**src/core/ttsi_params.svh**
```systemverilog
`ifndef TTSI_PARAMS_SVH
`define TTSI_PARAMS_SVH
// nibble positions inside an 8-bit timer word
`define TTSI_HI_MSB 7
`define TTSI_HI_LSB 4
`define TTSI_LO_MSB 3
`define TTSI_LO_LSB 0
// reset values
`define TTSI_NIB_RST 4'h0
`define TTSI_BYTE_RST 8'h00
// port-d test takes two cycles
`define TTSI_PORTD_CYCLES 2'h2
`endif

```
**src/core/ttsi_pkg.sv**
```systemverilog
package ttsi_pkg;
  typedef enum logic [3:0] {
    OP_NONE           = 4'h0,
    OP_LOAD_T1_LOW    = 4'h1,
    OP_LOAD_T1_HIGH   = 4'h2,
    OP_RELOAD_T1      = 4'h3,
    OP_LOAD_T2_LOW    = 4'h4,
    OP_LOAD_T2_HIGH   = 4'h5,
    OP_RELOAD_T2      = 4'h6,
    OP_B_TO_ACC       = 4'h7,
    OP_READ_T2        = 4'h8,
    OP_SKIP_MEM_BIT   = 4'h9,
    OP_SKIP_PORTD_BIT = 4'ha,
    OP_SERIAL_START   = 4'hb
  } ttsi_op_type;

  typedef enum logic [0:0] {
    ST_IDLE  = 1'b0,
    ST_PORTD = 1'b1
  } ttsi_state_type;
endpackage : ttsi_pkg

```
**src/core/ttsi_exec.sv**
```systemverilog
`timescale 1ns/1ps
`include "ttsi_params.svh"
module ttsi_exec (
  // clock and reset
  input  wire logic        clk_in,
  input  wire logic        rst_n_in,
  // decoded instruction
  input  wire logic        op_valid_in,
  input  wire logic [3:0]  op_code_in,
  input  wire logic [1:0]  bit_sel_in,
  input  wire logic [1:0]  index_y_in,
  // core registers
  input  wire logic [3:0]  acc_in,
  input  wire logic [3:0]  reg_b_in,
  input  wire logic [3:0]  mem_word_in,
  input  wire logic [7:0]  timer2_count_in,
  // port d pins
  input  wire logic [3:0]  portd_pins_in,
  // register writes
  output logic             acc_we_out,
  output logic [3:0]       acc_out,
  output logic             reg_b_we_out,
  output logic [3:0]       reg_b_out,
  // timer 1
  output logic             timer1_count_we_out,
  output logic [7:0]       timer1_count_out,
  output logic [7:0]       timer1_first_reload_out,
  output logic [7:0]       timer1_second_reload_out,
  // timer 2
  output logic             timer2_count_we_out,
  output logic [7:0]       timer2_count_out,
  output logic [7:0]       timer2_first_reload_out,
  output logic [7:0]       timer2_second_reload_out,
  // sequencing
  output logic             skip_next_out,
  output logic             busy_out,
  // serial
  output logic             serial_start_out,
  output logic             serial_request_flag_clr_out
);
  ////////////////////////////////////////////////////////////////////////
  logic [3:0] portd_sync;
  ttsi_sync2 u_sync (
    .clk_in   (clk_in),
    .rst_n_in (rst_n_in),
    .d_in     (portd_pins_in),
    .q_out    (portd_sync)
  );

  ttsi_pkg::ttsi_state_type state_reg;
  ttsi_pkg::ttsi_state_type state_next;
  logic [1:0] portd_idx_reg;
  logic [1:0] cyc_cnt_reg;

  wire idle = (state_reg == ttsi_pkg::ST_IDLE);
  wire go   = op_valid_in && idle;
  wire is_t1_low  = go && op_code_in == ttsi_pkg::OP_LOAD_T1_LOW;
  wire is_t1_high = go && op_code_in == ttsi_pkg::OP_LOAD_T1_HIGH;
  wire is_t1_rel  = go && op_code_in == ttsi_pkg::OP_RELOAD_T1;
  wire is_t2_low  = go && op_code_in == ttsi_pkg::OP_LOAD_T2_LOW;
  wire is_t2_high = go && op_code_in == ttsi_pkg::OP_LOAD_T2_HIGH;
  wire is_t2_rel  = go && op_code_in == ttsi_pkg::OP_RELOAD_T2;
  wire is_tab     = go && op_code_in == ttsi_pkg::OP_B_TO_ACC;
  wire is_t2_rd   = go && op_code_in == ttsi_pkg::OP_READ_T2;
  wire is_szb     = go && op_code_in == ttsi_pkg::OP_SKIP_MEM_BIT;
  wire is_szd     = go && op_code_in == ttsi_pkg::OP_SKIP_PORTD_BIT;
  wire is_sst     = go && op_code_in == ttsi_pkg::OP_SERIAL_START;

  wire [7:0] ba_byte   = {reg_b_in, acc_in};
  wire       mem_zero  = ~mem_word_in[bit_sel_in];
  wire       portd_zero = ~portd_sync[portd_idx_reg];
  wire       portd_done = !idle && cyc_cnt_reg == `TTSI_PORTD_CYCLES - 2'h1;

  always_comb begin
    state_next = state_reg;
    unique case (state_reg)
      ttsi_pkg::ST_IDLE:  if (is_szd) state_next = ttsi_pkg::ST_PORTD;
      ttsi_pkg::ST_PORTD: if (portd_done) state_next = ttsi_pkg::ST_IDLE;
    endcase
  end

  ////////////////////////////////////////////////////////////////////////
  always_ff @(posedge clk_in or negedge rst_n_in) begin
    if (!rst_n_in) begin
      state_reg     <= ttsi_pkg::ST_IDLE;
      portd_idx_reg <= 2'h0;
      cyc_cnt_reg   <= 2'h0;
    end else begin
      state_reg     <= state_next;
      cyc_cnt_reg   <= is_szd ? 2'h1 : cyc_cnt_reg + 2'h1;
      if (is_szd) portd_idx_reg <= index_y_in;
    end
  end

  // reload registers
  always_ff @(posedge clk_in or negedge rst_n_in) begin
    if (!rst_n_in) begin
      timer1_first_reload_out  <= `TTSI_BYTE_RST;
      timer1_second_reload_out <= `TTSI_BYTE_RST;
      timer2_first_reload_out  <= `TTSI_BYTE_RST;
      timer2_second_reload_out <= `TTSI_BYTE_RST;
    end else begin
      if (is_t1_low)  timer1_first_reload_out  <= ba_byte;
      if (is_t1_high) timer1_second_reload_out <= ba_byte;
      if (is_t2_low)  timer2_first_reload_out  <= ba_byte;
      if (is_t2_high) timer2_second_reload_out <= ba_byte;
    end
  end

  // counter write strobes, one cycle each
  always_ff @(posedge clk_in or negedge rst_n_in) begin
    if (!rst_n_in) begin
      timer1_count_we_out <= 1'b0;
      timer1_count_out    <= `TTSI_BYTE_RST;
      timer2_count_we_out <= 1'b0;
      timer2_count_out    <= `TTSI_BYTE_RST;
    end else begin
      timer1_count_we_out <= is_t1_low || is_t1_rel;
      timer2_count_we_out <= is_t2_low || is_t2_rel;
      if (is_t1_low) timer1_count_out <= ba_byte;
      else if (is_t1_rel) timer1_count_out <= timer1_first_reload_out;
      if (is_t2_low) timer2_count_out <= ba_byte;
      else if (is_t2_rel) timer2_count_out <= timer2_first_reload_out;
    end
  end

  // accumulator / b writeback; timer read samples the live counter
  always_ff @(posedge clk_in or negedge rst_n_in) begin
    if (!rst_n_in) begin
      acc_we_out   <= 1'b0;
      acc_out      <= `TTSI_NIB_RST;
      reg_b_we_out <= 1'b0;
      reg_b_out    <= `TTSI_NIB_RST;
    end else begin
      acc_we_out   <= is_tab || is_t2_rd;
      reg_b_we_out <= is_t2_rd;
      if (is_tab) acc_out <= reg_b_in;
      else if (is_t2_rd)
        acc_out <= timer2_count_in[`TTSI_LO_MSB:`TTSI_LO_LSB];
      if (is_t2_rd)
        reg_b_out <= timer2_count_in[`TTSI_HI_MSB:`TTSI_HI_LSB];
    end
  end

  // skip, busy and serial strobes
  always_ff @(posedge clk_in or negedge rst_n_in) begin
    if (!rst_n_in) begin
      skip_next_out               <= 1'b0;
      busy_out                    <= 1'b0;
      serial_start_out            <= 1'b0;
      serial_request_flag_clr_out <= 1'b0;
    end else begin
      skip_next_out <= (is_szb && mem_zero) || (portd_done && portd_zero);
      busy_out      <= state_next == ttsi_pkg::ST_PORTD;
      serial_start_out            <= is_sst;
      serial_request_flag_clr_out <= is_sst;
    end
  end
endmodule : ttsi_exec

```
**src/core/ttsi_sync2.sv**
```systemverilog
`timescale 1ns/1ps
// two-flop synchroniser for the port d pins
module ttsi_sync2 (
  input  wire logic       clk_in,
  input  wire logic       rst_n_in,
  input  wire logic [3:0] d_in,
  output logic      [3:0] q_out
);
  logic [3:0] meta_reg;

  always_ff @(posedge clk_in or negedge rst_n_in) begin
    if (!rst_n_in) begin
      meta_reg <= 4'h0;
      q_out    <= 4'h0;
    end else begin
      meta_reg <= d_in;
      q_out    <= meta_reg;
    end
  end
endmodule : ttsi_sync2

```
**config.mk**
```make
export PLATFORM = sky130hd
export DESIGN_NAME = ttsi_exec
export DESIGN_NICKNAME = d
export VERILOG_FILES = /design/src/core/ttsi_pkg.sv /design/src/core/ttsi_exec.sv /design/src/core/ttsi_sync2.sv
export VERILOG_INCLUDE_DIRS = /design/src /design/src/core
export SDC_FILE = /design/constraint.sdc
export NUM_CORES = 1
export LEC_CHECK = 0
export BUFFER_PORTS_ARGS = -buffer_cell sky130_fd_sc_hd__buf_2
export CAP_MARGIN = 0
export CORE_MARGIN = 2
export CORE_UTILIZATION = 42
export CTS_CLUSTER_SIZE = 10
export DETAILED_ROUTE_END_ITERATION = 10
export PLACE_DENSITY_LB_ADDON = 0.12
export REMOVE_ABC_BUFFERS = 1
export SYNTH_ARGS = -nofsm -noshare
export SYNTH_HDL_FRONTEND = slang
export SYNTH_SLANG_ARGS = --single-unit
```
**constraint.sdc**
```tcl
create_clock -name clk_in -period 2.5 [get_ports clk_in]
set_clock_uncertainty 0.1 [all_clocks]
set_input_delay 0.5 -clock clk_in [delete_from_list [all_inputs] [get_ports clk_in]]
set_output_delay 0.5 -clock clk_in [all_outputs]
set_load 0.05 [all_outputs]
```
After elaboration in Yosys (flattened, before gate mapping)
Index checks and enable logic that the tools add are counted.
Widths: inputs -> output; s select.
Operators by class
  equal/unequal tests: 12
  order comparisons: 2
  reduce and logical (&&, ||, !) cells: 22
  multiplexer cells: 14
  add/subtract/negate cells: 1
  bitwise logic cells: 3
Operators by type and width (number)
  $mux 8: 4
  $eq 4x3->1 const B: 4
  $eq 4x4->1 const B: 4
  $logic_and 1x1->1: 15
  $eq 4x2->1 const B: 2
  $mux 4: 2
  $lt 2x3->1 const B: 2
  $reduce_bool 2->1: 3
  $bmux 1 s2: 2
  $eq 4x1->1 const B: 1
  $logic_or 1x1->1: 4
  $mux 1: 4
  $not 1->1: 3
  $add 2x1->2 const B: 1
  $eq 2x1->1 const B: 1
  $mux 2: 1
  $pmux 1 s2: 1
Storage, ports and cells
  register bits after elaboration: 75

Longest topological paths before layout
Gate-level depths: netlist (run 1).
  depth in word-level cells: 5
  gate-level depth with buffers: 5
  gate-level depth less buffers: 4

Modules after synthesis
Synthesis (run 1) repeated with hierarchy kept, for this count alone.
Unflattened totals
  cells, all modules: 234
  area total of the unflattened synthesis: 3027.9 um2
By module, submodules not included
  ttsi_exec: sequential area each 1676.6 um2, area each 2827.7 um2, cells each 226, times used 1
  ttsi_sync2: sequential area each 200.2 um2, area each 200.2 um2, cells each 8, times used 1

Worst setup path before layout (run 1)
No wires, ideal clock.
  path type: register to register
  from: reg busy_out (netlist name)
  to: reg portd_idx_reg[0]
  slack: 0.379 ns
  stages on the path, launching flop included: 6
  library setup time: 0.125 ns
  arrival time: 1.896 ns
  period minus slack after synthesis: 2.121 ns
  path through: dfrtp_1 > buf_2 > nand2b_1 > buf_2 > or4b_4 > mux2_2
RTL lines
  to (signal assigned): line ttsi_exec.sv:91  | if (is_szd) portd_idx_reg <= index_y_in;
  to (decl): line ttsi_exec.sv:52  | logic [1:0] portd_idx_reg;

==> results of run 1 <==
-- worst paths after layout --
| kind | slack [ps] | endpoint | from | depth (start not counted) |
|---|---|---|---|---|
| max | 570 | timer1_second_reload_out[3] | busy_out | 3 |
| min | 170 | u_sync.meta_reg[2] | portd_pins_in[2] | 1 |
| max reg2reg | 570 | timer1_second_reload_out[3] | busy_out | 3 |
| min reg2reg | 250 | u_sync.q_out[1] | u_sync.meta_reg[1] | 0 |
| max in group asynchronous | 1190 | timer1_first_reload_out[6] | rst_n_in | 3 |
| min in group asynchronous | 540 | timer2_second_reload_out[1] | rst_n_in | 2 |
-- area by class of cell --
cell class / count / area share
clock buffer: 12 / 0.0403
clock inverter: 2 / 0.00325
inverter: 2 / 0.00195
multi-input combinational: 150 / 0.283
sequential: 75 / 0.488
tap: 99 / 0.0322
timing repair buffer: 108 / 0.152
-- through the flow --
step | cells | area, µm² | hold WS, ps | setup slack (ps) | total power, mW
floorplan | 227 | 2970 | 104 | -375 | 3.05
global placement | 433 | 3670 | 234 | 365 | 3.52
detailed placement | 433 | 3670 | 238 | 335 | 3.54
CTS | 448 | 3850 | 149 | 572 | 4.36
global route | 448 | 3850 | 154 | 527 | 4.53
finish | 448 | 3850 | 165 | 566 | 4.32
-- logic make-up after synthesis --
group           Yosys count  share of synthesized area
flops                    75                      0.615
mux                      25                      0.105
buf+inv                  19                     0.0312
simple gates             64                      0.120
fa+ha+maj                 1                    0.00410
compound gates           60                      0.125
-- power by group --
part,total [mW],switching (mW),internal (mW)
logic,1.82,1.36,0.453
registers,1.69,0.174,1.52
clock network,0.808,0.406,0.402
-- synth_stat cells (4+ instances only) --
cell and instances:
mux2_2 14, clkbuf_1 10, nand3_1 20, a31oi_1 12, a2111oi_0 8, a2bb2oi_1 8
buf_2 4, a21oi_1 8, nand2_1 18, nor3_1 4, mux2_4 8, dfrtp_1 75
o21ai_0 22
-- routing by layer --
metal / up-vias / GRT usage / share of wire
met2: 82 / 0.256 / 0.44
met1: 1118 / 0.281 / 0.49
met4: 0 / 0.0936 / 0.021
met3: 16 / 0.0332 / 0.047
li1: 1097 / - / -
met5: - / 0 / 0
-- worst max-delay path: stages, from the launching register on --
cell and delay (ps):
dfrtp_1 490, nand2b_1 250, or4b_4 640, mux2_4 330
==> metrics, run 1 <==
die area 7970 µm²; clk_lat worst skew 330 ps; io pins 99; I/O Buffers approximately 100; Period minus WS final 1930 ps; worst path required time roughly 2600 ps; yosys synthesis warning count 0; Yosys reg bits 75; area of the core 7140 µm²; largest cells by area after synthesis dfrtp_1, mux2_2, mux2_4; DIE HEIGHT approximately 90 µm; ant diodes 0; commonest non-fill, non-tap cell in the layout buf_2; DRC viols 0; Synth Cell Area 3050 µm²; largest net degree at the start of global routing 46; arrival time at the worst endpoint 2060 ps; CTS Buf Count 9; GRT Util Overall 0.186; commonest non-fill, non-tap cells in the layout buf_2, dfrtp_1, o21ai_0; final core utilization 0.539; Hold WC Path Type primary input to flop; Worst-path clk slew 70 ps; top cell type's share of synthesized area 0.615; period utilization 0.774; H-tree Lvls 3; first drt pass iteration count 4; dpl hpwl 5.23 mm; RSZ-0062 raised after global routing no; Synth Flop Type dfrtp_1; Distinct cells, synth 37; startpoint types flop; Max Cap Viol 0; # Post-CTS Setup Buffers 0; Final Max Tran Viols 0; DRT antenna net count 0; Vias per Instance 5.16; initial antenna violation count 0; # nets final 382; # resized after CTS 0; syn_area_per_cell 12.5 µm²; final wirelength 7.30 mm; register area share after synthesis 0.615; CP Capture Type flop; PD cells 1120 nW/µm²; Worst Setup Path Type flop to flop; FILL cells 681; Worst Max-Slew Pin Slew about 640 ps; Post-synth ARST share 1.00; root buf cell clkbuf_8; number of synthesized flops with an enable pin 0; # setup viols final 0; Worst VDD drop 0.514 mV; routability cong. 0.791; relative slew slack 0.574; Clock Tree Buf Depth 2; Hold Vio Cnt, Final 0; layout cells sized above 1 0.430; status complete, no violations; initial drt markers 77; Sum Neg Setup Slack 0 ps; dominant cell type by area after synthesis dfrtp_1; clk sinks 75; vias in the first global route 2159; # rows 31; Synth Instances 244; Syn-to-layout area delta 26.0%; Starting Density 0.428; Die W 89.3 µm; WL/cell 16.3 µm; register area 1880 µm²; P_leak 1.88 nW; crit path max fanout 10; total grt overflow 0; Multi-input gate area 1090 µm²; CTS tree built; Fmax ~0.52 GHz; hold buffer count at cts 1; routed vias 2313; first-pass GRT wire length between 10 and 15 mm
(Power assumes the default switching activity.)
==> run 2: changes to the inputs <==
- clock period: 2.5 -> 2 ns (I/O delays scaled with it)
==> metrics, run 2 (same netlist as run 1, synthesis figures left out) <==
io pins 99 (unchanged); Max stage delay on crit path 640 ps (about the same); register area 1880 µm² (unchanged); Starting Density 0.428 (unchanged); crit path max fanout 8 (-2); WL/cell 15.6 µm (-4.3%); area of the core 7140 µm² (unchanged); R2R cell count 3 (unchanged); slowest CP cell or4b_4; root buf cell clkbuf_8; hold buffer count at cts 1 (unchanged); startpoint types flop; commonest non-fill, non-tap cells in the layout buf_2, dfrtp_1, o21ai_0; Max Cap Viol 0 (unchanged); commonest non-fill, non-tap cell in the layout buf_2; first drt pass iteration count 4 (unchanged); Hold Vio Cnt, Final 0 (unchanged); relative slew slack 0.670 (+0.0967); GRT Util Overall 0.187 (+0.000708); Fin Hold WS 71.1 ps (-94.2 ps); Vias per Instance 5.12 (-0.79%); Multi-input gate area 1090 µm² (unchanged); Fmax 0.531 GHz (+2.7%); worst setup path startpoint busy_out; DIE HEIGHT 89.3 µm (unchanged); initial drt markers 71 (-7.8%); # nets final 392 (+2.6%); clk_lat worst skew 330 ps (about the same); placed instance area 3740 µm² (+2.0%); R2R Path End timer1_second_reload_out[6]; first-pass GRT wire length 11.1 mm (+1.3%); routability cong. 0.785 (-0.76%); P_leak 1.94 nW (+3.2%); H-tree Lvls 3 (unchanged); Period minus WS final 1880 ps (-50.9 ps); RSZ-0062 raised after global routing no; Syn-to-layout area delta 28.9%; # resized after CTS 0 (unchanged); CP Capture Type flop; # setup viols final 0 (unchanged); DRC viols 0 (unchanged); Power Total 5.49 mW (+27%); worst-path cell chain nand2b_1 > or4b_4 > mux2_4; Hold WC Path Type primary input to flop; I/O Buffers 98 (unchanged); DRT antenna net count 0 (unchanged); arrival time at the worst endpoint 2000 ps (-60 ps); # rows 31 (unchanged); Final Max Tran Viols 0 (unchanged); Worst VDD drop 0.691 mV (+34%); Reg2Reg Launch Point busy_out; initial antenna violation count 0 (unchanged); fin cells 458 (+2.2%); layout cells sized above 1 0.446 (+0.0159); min-delay src portd_pins_in[1]; crit-path leading delay family simple AND/OR/NAND/NOR gates; worst path required time 2120 ps (-510 ps); Worst Max-Slew Pin Slew 494 ps (-145 ps); Clock Tree Buf Depth 2 (unchanged); placed cell count 443 (+2.3%); CTS Buf Count 9 (unchanged); clk sinks 75 (unchanged); number of buffers and inverters on the critical path 0 (unchanged); ant diodes 0 (unchanged); worst reg2reg setup slack 120 ps (-450 ps); dpl hpwl 5.21 mm (-0.40%); vias in the first global route 2169 (+0.46%); # Post-CTS Setup Buffers 0 (unchanged); Worst Setup Path Type flop to flop; largest net degree at the start of global routing 37 (-20%); Sum Neg Setup Slack 0 ps (unchanged); routed vias 2346 (+1.4%); CTS tree built; Worst-path clk slew 70 ps (about the same); PD cells 1390 nW/µm² (+24%); final wirelength 7.14 mm (-2.2%); Design Area, Final 3940 µm² (+2.3%); FILL cells 662 (-2.8%); timing endpoint of the critical path timer1_second_reload_out[6]; Die W 89.3 µm (unchanged); cell depth of the worst setup path 3 (unchanged); die area 7970 µm² (unchanged); status complete, no violations; total grt overflow 0 (unchanged); period utilization 0.941 (+0.168)
[run 2: per-layer routing]
metal,vias up,wire (µm),track usage
met1,1146,3400,0.282
met2,75,3250,0.262
met5,-,0,0
met3,4,439,0.0379
met4,0,45,0.0773
li1,1121,-,-
[run 2: layout make-up]
type                    instances  area share
clock buffers                  11      0.0359
well taps                      99      0.0315
flip-flops and latches         75       0.477
repair buffers                118       0.167
inverters                       2     0.00191
clock inverters                 3      0.0102
multi-input cells             150       0.276
[run 2: per-stage QoR]
| step | setup WS, ps | utilization |
|---|---|---|
| after floorplan | -875 | - |
| after global placement | 38.7 | 0.525 |
| after detailed placement | 20.5 | 0.525 |
| after CTS | 117 | 0.551 |
| after global routing | 61.8 | 0.551 |
| final | 117 | 0.551 |
[run 2: worst min path at each step]
stage / depth (start not counted) / slack [ps] / end
3_3_place_gp: 0 / 230 / u_sync.q_out[2]
5_1_grt: 1 / 60 / u_sync.meta_reg[0]
4_1_cts: 1 / 50 / u_sync.meta_reg[1]
6_report: 1 / 70 / u_sync.meta_reg[1]
2_1_floorplan: 0 / 4 / acc_out[0]
3_5_place_dp: 0 / 230 / u_sync.q_out[0]
[run 2: report_power, final]
part	internal (mW)	leakage (nW)	total, mW	switching (mW)
clock network	0.593	0.0950	1.09	0.498
registers	1.90	0.917	2.11	0.212
logic	0.582	0.925	2.28	1.70
total	3.08	1.94	5.49	2.41
